==> config.mk <==
export PLATFORM = sky130hd
export DESIGN_NAME = ces_status
export DESIGN_NICKNAME = d
export VERILOG_FILES = /design/src/ces_pkg.sv /design/src/ces_status.sv
export VERILOG_INCLUDE_DIRS = /design/src
export SDC_FILE = /design/constraint.sdc
export NUM_CORES = 1
export LEC_CHECK = 0
export BUFFER_PORTS_ARGS = -buffer_cell sky130_fd_sc_hd__buf_2
export CORE_MARGIN = 8
export CORE_UTILIZATION = 53
export CTS_CLUSTER_SIZE = 30
export DETAILED_ROUTE_END_ITERATION = 8
export HOLD_SLACK_MARGIN = 0.05
export MAX_ROUTING_LAYER = met4
export PLACE_DENSITY = 0.89
export SYNTH_ARGS = -nofsm -noshare
export SYNTH_HDL_FRONTEND = slang
export SYNTH_SLANG_ARGS = --single-unit
==> constraint.sdc <==
create_clock -name aclk -period 3.8 [get_ports aclk]
set_input_delay 0.95 -clock aclk [delete_from_list [all_inputs] [get_ports aclk]]
set_output_delay 0.95 -clock aclk [all_outputs]
set_load 0.005 [all_outputs]
==> src/ces_regs.svh <==
/*
  Register offsets, field positions and reset values of the cipher engine
  status block. Assumes inclusion by bare name from the package or module.
*/
`ifndef CES_REGS_SVH
`define CES_REGS_SVH

`define CES_OFF_STATUS 12'h000
`define CES_OFF_IRQ_STAT 12'h004
`define CES_OFF_IRQ_MASK 12'h008
`define CES_ADDR_W 12

`define CES_MODE_HI 31
`define CES_MODE_LO 29
`define CES_OP_HI 28
`define CES_OP_LO 26
`define CES_PHASE_HI 25
`define CES_PHASE_LO 24
`define CES_RSVD_HI 23
`define CES_RSVD_LO 22
`define CES_STATE_HI 21
`define CES_STATE_LO 18
`define CES_START_BIT 17
`define CES_ACTIVE_BIT 16
`define CES_CTRL_HI 15
`define CES_CTRL_LO 0

`define CES_STATUS_RESET 32'h0000_0000
`define CES_IRQ_RESET 4'h0
`define CES_IRQ_W 4

`define CES_RESP_OKAY 2'h0
`define CES_RESP_SLVERR 2'h2

`endif

==> src/ces_pkg.sv <==
/*
  Types shared by the cipher engine status block.
  Assumes nothing beyond a SystemVerilog compiler.
*/
package ces_pkg;

  typedef enum logic [2:0] {
    CES_MODE_NORMAL = 3'h0,
    CES_MODE_PREBOOT = 3'h1,
    CES_MODE_KEY_WRAP = 3'h2,
    CES_MODE_CONTENT_KEY = 3'h3
  } ces_mode_t;

  typedef enum logic [2:0] {
    CES_OP_ENCRYPT = 3'h1,
    CES_OP_DECRYPT = 3'h2,
    CES_OP_AUTH = 3'h4
  } ces_op_t;

  typedef enum logic [1:0] {
    CES_PH_DESC = 2'h0,
    CES_PH_SEC_ASSOC = 2'h1,
    CES_PH_SRC = 2'h2,
    CES_PH_DST = 2'h3
  } ces_phase_t;

  typedef enum logic [3:0] {
    CES_ST_IDLE = 4'h0,
    CES_ST_FETCH_PEND = 4'h1,
    CES_ST_LOADING = 4'h2,
    CES_ST_DATA = 4'h3,
    CES_ST_DONE = 4'h4,
    CES_ST_FETCH_OFF = 4'h5,
    CES_ST_SA_FETCH = 4'h6
  } ces_state_t;

  // Error context reported by the engine datapath.
  typedef struct packed {
    logic [2:0] mode;
    logic [2:0] op;
    logic [1:0] phase;
  } ces_err_t;

  // Descriptor processor view driven by the engine sequencer.
  typedef struct packed {
    logic [3:0] state;
    logic active;
    logic [15:0] ctrl;
  } ces_desc_t;

endpackage : ces_pkg

==> src/ces_status.sv <==
/*
  AXI4-Lite slave holding the read-only cipher engine status register plus a
  small sticky event/mask interrupt pair. Assumes engine inputs synchronous
  to aclk and a master that keeps AXI4-Lite valid/ready rules.
*/
`timescale 1ns/1ps
`include "ces_regs.svh"

// Notes on behaviour
// - Bits 31-29 report error context mode.
// - Bits 28-26 report failed operation.
// - Bits 25-24 report failing DMA phase.
// - Bits 21-18 report descriptor processor state.
// - Bit 17 set once DMA start occurred.
// - Read-only, resets zero, bits 23-22 zero.
module ces_status (
  input wire logic aclk,
  input wire logic aresetn,
  input wire logic clk_en,
  input wire logic [`CES_ADDR_W-1:0] s_axi_awaddr,
  input wire logic s_axi_awvalid,
  output logic s_axi_awready,
  input wire logic [31:0] s_axi_wdata,
  input wire logic [3:0] s_axi_wstrb,
  input wire logic s_axi_wvalid,
  output logic s_axi_wready,
  output logic [1:0] s_axi_bresp,
  output logic s_axi_bvalid,
  input wire logic s_axi_bready,
  input wire logic [`CES_ADDR_W-1:0] s_axi_araddr,
  input wire logic s_axi_arvalid,
  output logic s_axi_arready,
  output logic [31:0] s_axi_rdata,
  output logic [1:0] s_axi_rresp,
  output logic s_axi_rvalid,
  input wire logic s_axi_rready,
  input wire ces_pkg::ces_err_t eng_err,
  input wire logic eng_err_valid,
  input wire logic dma_start,
  input wire ces_pkg::ces_desc_t eng_desc,
  output logic irq
);
  import ces_pkg::*;

  // Engine status captured into flops so the read path sees stable values.
  ces_err_t err_q;
  ces_err_t err_d;
  ces_desc_t desc_q;
  logic start_q;
  logic done_seen_q;
  logic [`CES_IRQ_W-1:0] irq_stat_q;
  logic [`CES_IRQ_W-1:0] irq_stat_d;
  logic [`CES_IRQ_W-1:0] irq_mask_q;
  logic irq_q;

  logic aw_have_q;
  logic w_have_q;
  logic [`CES_ADDR_W-1:0] aw_addr_q;
  logic [31:0] w_data_q;
  logic [3:0] w_strb_q;
  logic bvalid_q;
  logic [1:0] bresp_q;
  logic rvalid_q;
  logic [1:0] rresp_q;
  logic [31:0] rdata_q;

  // Error capture: a reported error latches its context.
  assign err_d = eng_err_valid ? eng_err : err_q;

  always_ff @(posedge aclk) begin
    if (!aresetn) begin
      err_q <= '0;
      desc_q <= '0;
      start_q <= 1'b0;
      done_seen_q <= 1'b0;
    end else if (clk_en) begin
      err_q <= err_d;
      desc_q <= eng_desc;
      done_seen_q <= (eng_desc.state == CES_ST_DONE);
      if (dma_start) begin
        start_q <= 1'b1;
      end
    end
  end

  // Status word assembly; unimplemented bits are forced to zero.
  logic [31:0] status_word;
  always_comb begin
    status_word = `CES_STATUS_RESET;
    status_word[`CES_MODE_HI:`CES_MODE_LO] = err_q.mode;
    status_word[`CES_OP_HI:`CES_OP_LO] = err_q.op;
    status_word[`CES_PHASE_HI:`CES_PHASE_LO] = err_q.phase;
    status_word[`CES_RSVD_HI:`CES_RSVD_LO] = 2'h0;
    status_word[`CES_STATE_HI:`CES_STATE_LO] = desc_q.state;
    status_word[`CES_START_BIT] = start_q;
    status_word[`CES_ACTIVE_BIT] = desc_q.active;
    status_word[`CES_CTRL_HI:`CES_CTRL_LO] = desc_q.ctrl;
  end

  // Events: bit0 error, bit1 DMA start, bit2 descriptor done entry,
  // bit3 processor went idle from active.
  wire done_rise = (eng_desc.state == CES_ST_DONE) && !done_seen_q;
  wire idle_fall = desc_q.active && !eng_desc.active;
  wire [`CES_IRQ_W-1:0] irq_events = {idle_fall, done_rise, dma_start,
                                      eng_err_valid};

  // Write channel: address and data may arrive in either order.
  wire aw_take = s_axi_awvalid && !aw_have_q && !bvalid_q;
  wire w_take = s_axi_wvalid && !w_have_q && !bvalid_q;
  wire wr_go = aw_have_q && w_have_q && !bvalid_q;
  // Byte lane bits are ignored, so only whole words are decoded.
  wire [`CES_ADDR_W-1:0] aw_word = {aw_addr_q[`CES_ADDR_W-1:2], 2'b00};
  wire wr_stat = wr_go && (aw_word == `CES_OFF_IRQ_STAT);
  wire wr_mask = wr_go && (aw_word == `CES_OFF_IRQ_MASK);
  wire wr_ro = wr_go && (aw_word == `CES_OFF_STATUS);
  wire [1:0] wr_resp = (wr_stat || wr_mask || wr_ro) ? `CES_RESP_OKAY :
                       `CES_RESP_SLVERR;

  // Set wins over write-one-to-clear in the same cycle.
  wire [`CES_IRQ_W-1:0] w1c = (wr_stat && w_strb_q[0]) ?
                              w_data_q[`CES_IRQ_W-1:0] : '0;
  assign irq_stat_d = (irq_stat_q & ~w1c) | irq_events;

  always_ff @(posedge aclk) begin
    if (!aresetn) begin
      aw_have_q <= 1'b0;
      w_have_q <= 1'b0;
      aw_addr_q <= '0;
      w_data_q <= 32'h0000_0000;
      w_strb_q <= 4'h0;
      bvalid_q <= 1'b0;
      bresp_q <= `CES_RESP_OKAY;
    end else if (clk_en) begin
      if (aw_take) begin
        aw_have_q <= 1'b1;
        aw_addr_q <= s_axi_awaddr;
      end
      if (w_take) begin
        w_have_q <= 1'b1;
        w_data_q <= s_axi_wdata;
        w_strb_q <= s_axi_wstrb;
      end
      if (wr_go) begin
        aw_have_q <= 1'b0;
        w_have_q <= 1'b0;
        bvalid_q <= 1'b1;
        bresp_q <= wr_resp;
      end else if (bvalid_q && s_axi_bready) begin
        bvalid_q <= 1'b0;
      end
    end
  end

  always_ff @(posedge aclk) begin
    if (!aresetn) begin
      irq_stat_q <= `CES_IRQ_RESET;
      irq_mask_q <= `CES_IRQ_RESET;
      irq_q <= 1'b0;
    end else if (clk_en) begin
      irq_stat_q <= irq_stat_d;
      if (wr_mask && w_strb_q[0]) begin
        irq_mask_q <= w_data_q[`CES_IRQ_W-1:0];
      end
      irq_q <= |(irq_stat_d & irq_mask_q);
    end
  end

  // Read channel: one outstanding read, answered the cycle after arvalid.
  wire ar_take = s_axi_arvalid && !rvalid_q;
  wire [`CES_ADDR_W-1:0] ar_word = {s_axi_araddr[`CES_ADDR_W-1:2], 2'b00};
  wire rd_status = (ar_word == `CES_OFF_STATUS);
  wire rd_stat = (ar_word == `CES_OFF_IRQ_STAT);
  wire rd_mask = (ar_word == `CES_OFF_IRQ_MASK);
  wire [31:0] rd_word = rd_status ? status_word :
                        rd_stat ? {28'h000_0000, irq_stat_q} :
                        rd_mask ? {28'h000_0000, irq_mask_q} :
                        32'h0000_0000;
  wire [1:0] rd_resp = (rd_status || rd_stat || rd_mask) ? `CES_RESP_OKAY :
                       `CES_RESP_SLVERR;

  always_ff @(posedge aclk) begin
    if (!aresetn) begin
      rvalid_q <= 1'b0;
      rresp_q <= `CES_RESP_OKAY;
      rdata_q <= 32'h0000_0000;
    end else if (clk_en) begin
      if (ar_take) begin
        rvalid_q <= 1'b1;
        rresp_q <= rd_resp;
        rdata_q <= rd_word;
      end else if (rvalid_q && s_axi_rready) begin
        rvalid_q <= 1'b0;
      end
    end
  end

  // Ready is combinational on purpose; gating by clk_en keeps frozen
  // cycles from completing AW, W and AR handshakes the state would not record.
  assign s_axi_awready = aw_take && clk_en;
  assign s_axi_wready = w_take && clk_en;
  assign s_axi_arready = ar_take && clk_en;
  assign s_axi_bvalid = bvalid_q;
  assign s_axi_bresp = bresp_q;
  assign s_axi_rvalid = rvalid_q;
  assign s_axi_rresp = rresp_q;
  assign s_axi_rdata = rdata_q;
  assign irq = irq_q;

endmodule // ces_status

# Yosys cells after proc, flatten, opt, wreduce, memory -nomap -nowiden
# Index checks and enable logic that the tools add are counted.
[word_totals] register_bits=97
[classes] eq_ne=5 muxes=14 bitwise_logic=4 reduce_logical=47
[op_table] operator="32-bit two-way mux" n=1
[op_table] operator="12-bit zero test" n=2
[op_table] operator="2-bit AND reduction" n=11
[op_table] operator="10-bit by 1-bit equality test with 1-bit output (second input constant)" n=2
[op_table] operator="10-bit by 2-bit equality test with 1-bit output (second input constant)" n=2
[op_table] operator="1-bit logical AND" n=19
[op_table] operator="4-bit two-way mux" n=3
[op_table] operator="4-bit AND" n=2
[op_table] operator="1-bit two-way mux" n=8
[op_table] operator="2-bit nonzero test" n=4
[op_table] operator="1-bit zero test" n=6
[op_table] operator="4-bit by 3-bit equality test with 1-bit output (second input constant)" n=1
[op_table] operator="1-bit logical OR" n=4
[op_table] operator="2-bit two-way mux" n=2
[op_table] operator="4-bit NOT" n=1
[op_table] operator="4-bit bitwise OR" n=1
[op_table] operator="4-bit OR reduction" n=1

# Logic depth before layout (Yosys ltp)
[logic_depth] depth_word=10 mapped_depth=6 depth_no_buf=5

# Worst setup path after synthesis
# Ideal clock, no wire load.
[synth_timing] kind="input -> output" startpoint="input port clk_en" endpoint="output port s_axi_arready" t_arrival_ns=1.786 required_ns=2.850 slack_ns=1.064 stages=4 n_path_buf=2 cell_sequence="buf_4 > nand3b_1 > clkinv_1 > clkbuf_1"
[synth_between] elab_chain_cells=1
[synth_rtl] item="from (decl)" line="ces_status.sv:19" source="input wire logic clk_en,"
[synth_rtl] item="1-bit logical AND" line="ces_status.sv:201" source="assign s_axi_arready = ar_take && clk_en;"
[synth_rtl] item="to (decl)" line="ces_status.sv:32" source="output logic s_axi_arready,"
# Every way passes these cells.

# Worst setup path after layout
[layout_timing] startpoint="input port clk_en" endpoint="output port s_axi_awready"
[layout_between] elab_chain_cells=1
[layout_rtl] item="1-bit logical AND" line="ces_status.sv:199" source="assign s_axi_awready = aw_take && clk_en;"
[layout_rtl] item="to (decl)" line="ces_status.sv:22" source="output logic s_axi_awready,"
# Every way passes these cells.

==> reports/results.tsv <==
stage	metric	value	unit
global_route	grt_remaining_overflow	0	
die	fp-row-count	30	
die	fp.coreArea	6832	um^2
cells_and_area	layout.nets	596	
placement	io_buffers	101	
timing	holdWs	0.4552	ns
cells_and_area	fill_cells	621	
setup_path	critPathLaunchType	input pin	
clock_tree	cts_tree	done	
clock_tree	postCtsHoldBufs	0	
timing	period_minus_slack	3.049	ns
clock_tree	clk_path_buf_depth	2	
cells_and_area	drive_above_1_share	28.60	%
setup_path	worstSetupEndpointType	primary output	
logic_synthesis	netlist_area	3770	um^2
global_route	grt_pass1_wl	14880	um
routing	drc	0	
power_and_ir_drop	irDropWorstVdd	207.7	uV
clock_tree	clk_pin_slew	0.08	ns
logic_synthesis	synthTopCellsByArea	dfxtp_1 (48%), nand2_1 (9.8%), mux2i_1 (9.3%)	
die	die_w	100.3	um
die	dieArea	10070	um^2
clock_tree	cts_setup_buffers	0	
logic_synthesis	synth_cells	404	
power_and_ir_drop	powerDensity	389.7	nW/um^2
global_route	grt_max_degree	46	
setup_path	cp_common_cell	buf_2	
setup_path	crit_chain	buf_2 > nor2b_1 > nand3b_1 > inv_1 > buf_2	
cells_and_area	area_growth	18.22	%
timing	hold_viol	0	
global_route	antenna_found_initial	0	
clock_tree	htree_levels	3	
die	ios	141	
setup_path	crit_fanout	12	
global_route	grt_pass1_vias	3191	
die	initial_utilization	55.18	%
setup_path	cpPeakStageDelay	0.38	ns
min_path	hold_class	flop to flop	
routing	vias	3033	
routing	drt-total-wl	8736	um
power_and_ir_drop	leakage	1.866	nW
routing	viasPerCell	5.089	
clock_tree	cts_resized	0	
logic_synthesis	synth_top_area_share	48.32	%
timing	fmax	0.3279	GHz
outcome	status	finished, final reports clean	
clock_tree	cts_sinks	91	
setup_path	arrival	2.10	ns
logic_synthesis	synth_seq_cells	91	
setup_path	critPathKind	input pin to primary output	
routing	drt-initial-drc-count	102	
logic_synthesis	synth_edf_count	0	
placement	place_hpwl	6530	um
clock_tree	clock_latency	0.35	ns
timing	finalSetupTns	0	ns
logic_synthesis	ys_seq_area_share	48.32	%
job	max-cap-violations	0	
timing	setup_viol	0	
routing	dr.pass1.iters	4	
global_route	grt_usage	18.70	%
cells_and_area	antenna_cells	0	
timing	worst-slew-pin-transition	0.9519	ns
setup_path	crit_slowest_cell	inv_1	
clock_tree	root_buffer	clkbuf_8	
clock_tree	cts_made_buffers	9	
logic_synthesis	yosys_warnings	0	
die	die_h	100.3	um
setup_path	required	2.85	ns
placement	gp_congestion	0.8385	
timing	rsz0062_at_grt	false	
logic_synthesis	synth_top_area_cell	dfxtp_1	
logic_synthesis	synth_cell_types	38	
timing	slew_headroom	36.30	%
logic_synthesis	syn_area_per_cell	9.331	um^2
timing	slew_violations	0	
timing	min_period_over_period	80.24	%
logic_synthesis	synth_ff_type	dfxtp_1	
timing	skew	0.009139	ns
routing	routedWlPerCell	14.66	um
routing	ant_nets	0	
logic_synthesis	async_reset_ff_share	0	%
-- flip-flops by register name, indices dropped and copies added, names as in the netlist, 4 cells and up --
register / count
aw_addr_q: 10
desc_q: 21
err_q: 8
irq_mask_q: 4
irq_stat_q: 4
s_axi_rdata: 30
w_data_q: 4
-- stage by stage --
stage               std cells  power (mW)  worst slack (ns)  area (um^2)  util, %
global placement          582       1.209            0.7369         4308    63.06
global route              596       1.816            0.5650         4457    65.24
CTS                       596       1.751            0.7417         4457    65.24
detailed placement        582       1.216            0.7421         4308    63.06
finish                    596       1.737            0.7507         4457    65.24
floorplan                 407       1.149             1.064         3781        -
-- routing by layer --
layer / share of wire (%) / up-vias / GRT usage (%) / routed length [um]
met3: 5.5 / 10 / 4.913 / 481
li1: - / 1546 / - / -
met1: 44 / 1397 / 21.36 / 3879
met5: 0 / - / - / 0
met2: 49 / 80 / 30.97 / 4256
met4: 1.4 / 0 / 6.512 / 119
-- layout by cell type, fill, tap and decap left out --
cell type   Yosys  final
a211oi_1        1      1
a21boi_0       20     20
a21oi_1         9      9
a21oi_2        20     20
a22o_1          1      1
a22oi_1         5      5
a31oi_1         5      5
and2_1          4      4
and3b_1         2      2
and4_1          1      1
and4b_1         3      3
buf_2           4    101
buf_4           5      4
clkbuf_1       15      2
clkbuf_8        0      9
clkinv_1        2      2
clkinv_2        0      2
clkinvlp_4      0      1
conb_1          1      4
dfxtp_1        91     91
inv_1           6      6
mux2i_1        35     35
nand2_1        98     98
nand3b_1        2      2
nand4_1         3      3
nor2_1          2      2
nor2b_1        39     39
nor3_2          1      1
nor3b_1         1      1
nor4_2          2      2
nor4_4          1      1
nor4bb_1        1      1
o21a_1          7      7
o21ai_0         6      6
o21ai_4         0      1
o2bb2ai_1       4      4
o311ai_1        1      1
or4_1           1      1
or4_4           1      1
or4b_1          1      1
-- critical path: cells and delay by family --
kind,cells,cell delay [ns]
buffers and inverters,3,0.65
AND/OR/NAND/NOR,2,0.50
-- report_power, final --
group	total [mW]	leakage [nW]	internal (mW)	switching, mW
Clock	0.545	0.0750	0.229	0.316
Combinational	0.180	1.05	0.0813	0.0984
Sequential	1.01	0.742	0.989	0.0231
-- synth_stat cells, types with 2 or more instances --
master / number
o21ai_0: 6
clkbuf_1: 15
a22oi_1: 5
and3b_1: 2
nor2b_1: 39
nor2_1: 2
mux2i_1: 35
and2_1: 4
a21oi_1: 9
buf_2: 4
clkinv_1: 2
o2bb2ai_1: 4
nand4_1: 3
a21boi_0: 20
inv_1: 6
a21oi_2: 20
buf_6: 2
a31oi_1: 5
nor4_2: 2
nand2_1: 98
dfxtp_1: 91
o21a_1: 7
and4b_1: 3
nand3b_1: 2
buf_4: 5
-- kinds of logic (layout without fill, tap and decap cells) --
logic type | count (synthesis) | in the layout | share of synthesized area [%]
simple gates | 163 | 163 | 22.20
flops | 91 | 91 | 48.32
compound gates | 80 | 80 | 15.67
mux | 35 | 35 | 9.293
buf+inv | 34 | 127 | 4.414
other cells | 1 | 4 | 0.09947
-- area by class of cell --
class	instances	area, um^2	area share [%]
multi-input combinational	282	1800	40.40
timing repair buffer	105	535.5	12.02
sequential	91	1822	40.88
clock inverter	3	17.52	0.3930
clock buffer	11	131.4	2.948
tap	96	120.1	2.695
inverter	8	30.03	0.6738
-- final timing paths --
| check | start | end | slack (ns) | cells after the start |
|---|---|---|---|---|
| worst max register to register | s_axi_rvalid | s_axi_rdata[12] | 1.96 | 4 |
| worst min-delay path | s_axi_rdata[9] | s_axi_rdata[9] | 0.46 | 2 |
| worst max-delay path | clk_en | s_axi_awready | 0.75 | 5 |
| worst min register to register | s_axi_rdata[9] | s_axi_rdata[9] | 0.46 | 2 |
Note: power is estimated with default switching activity, not from simulation.
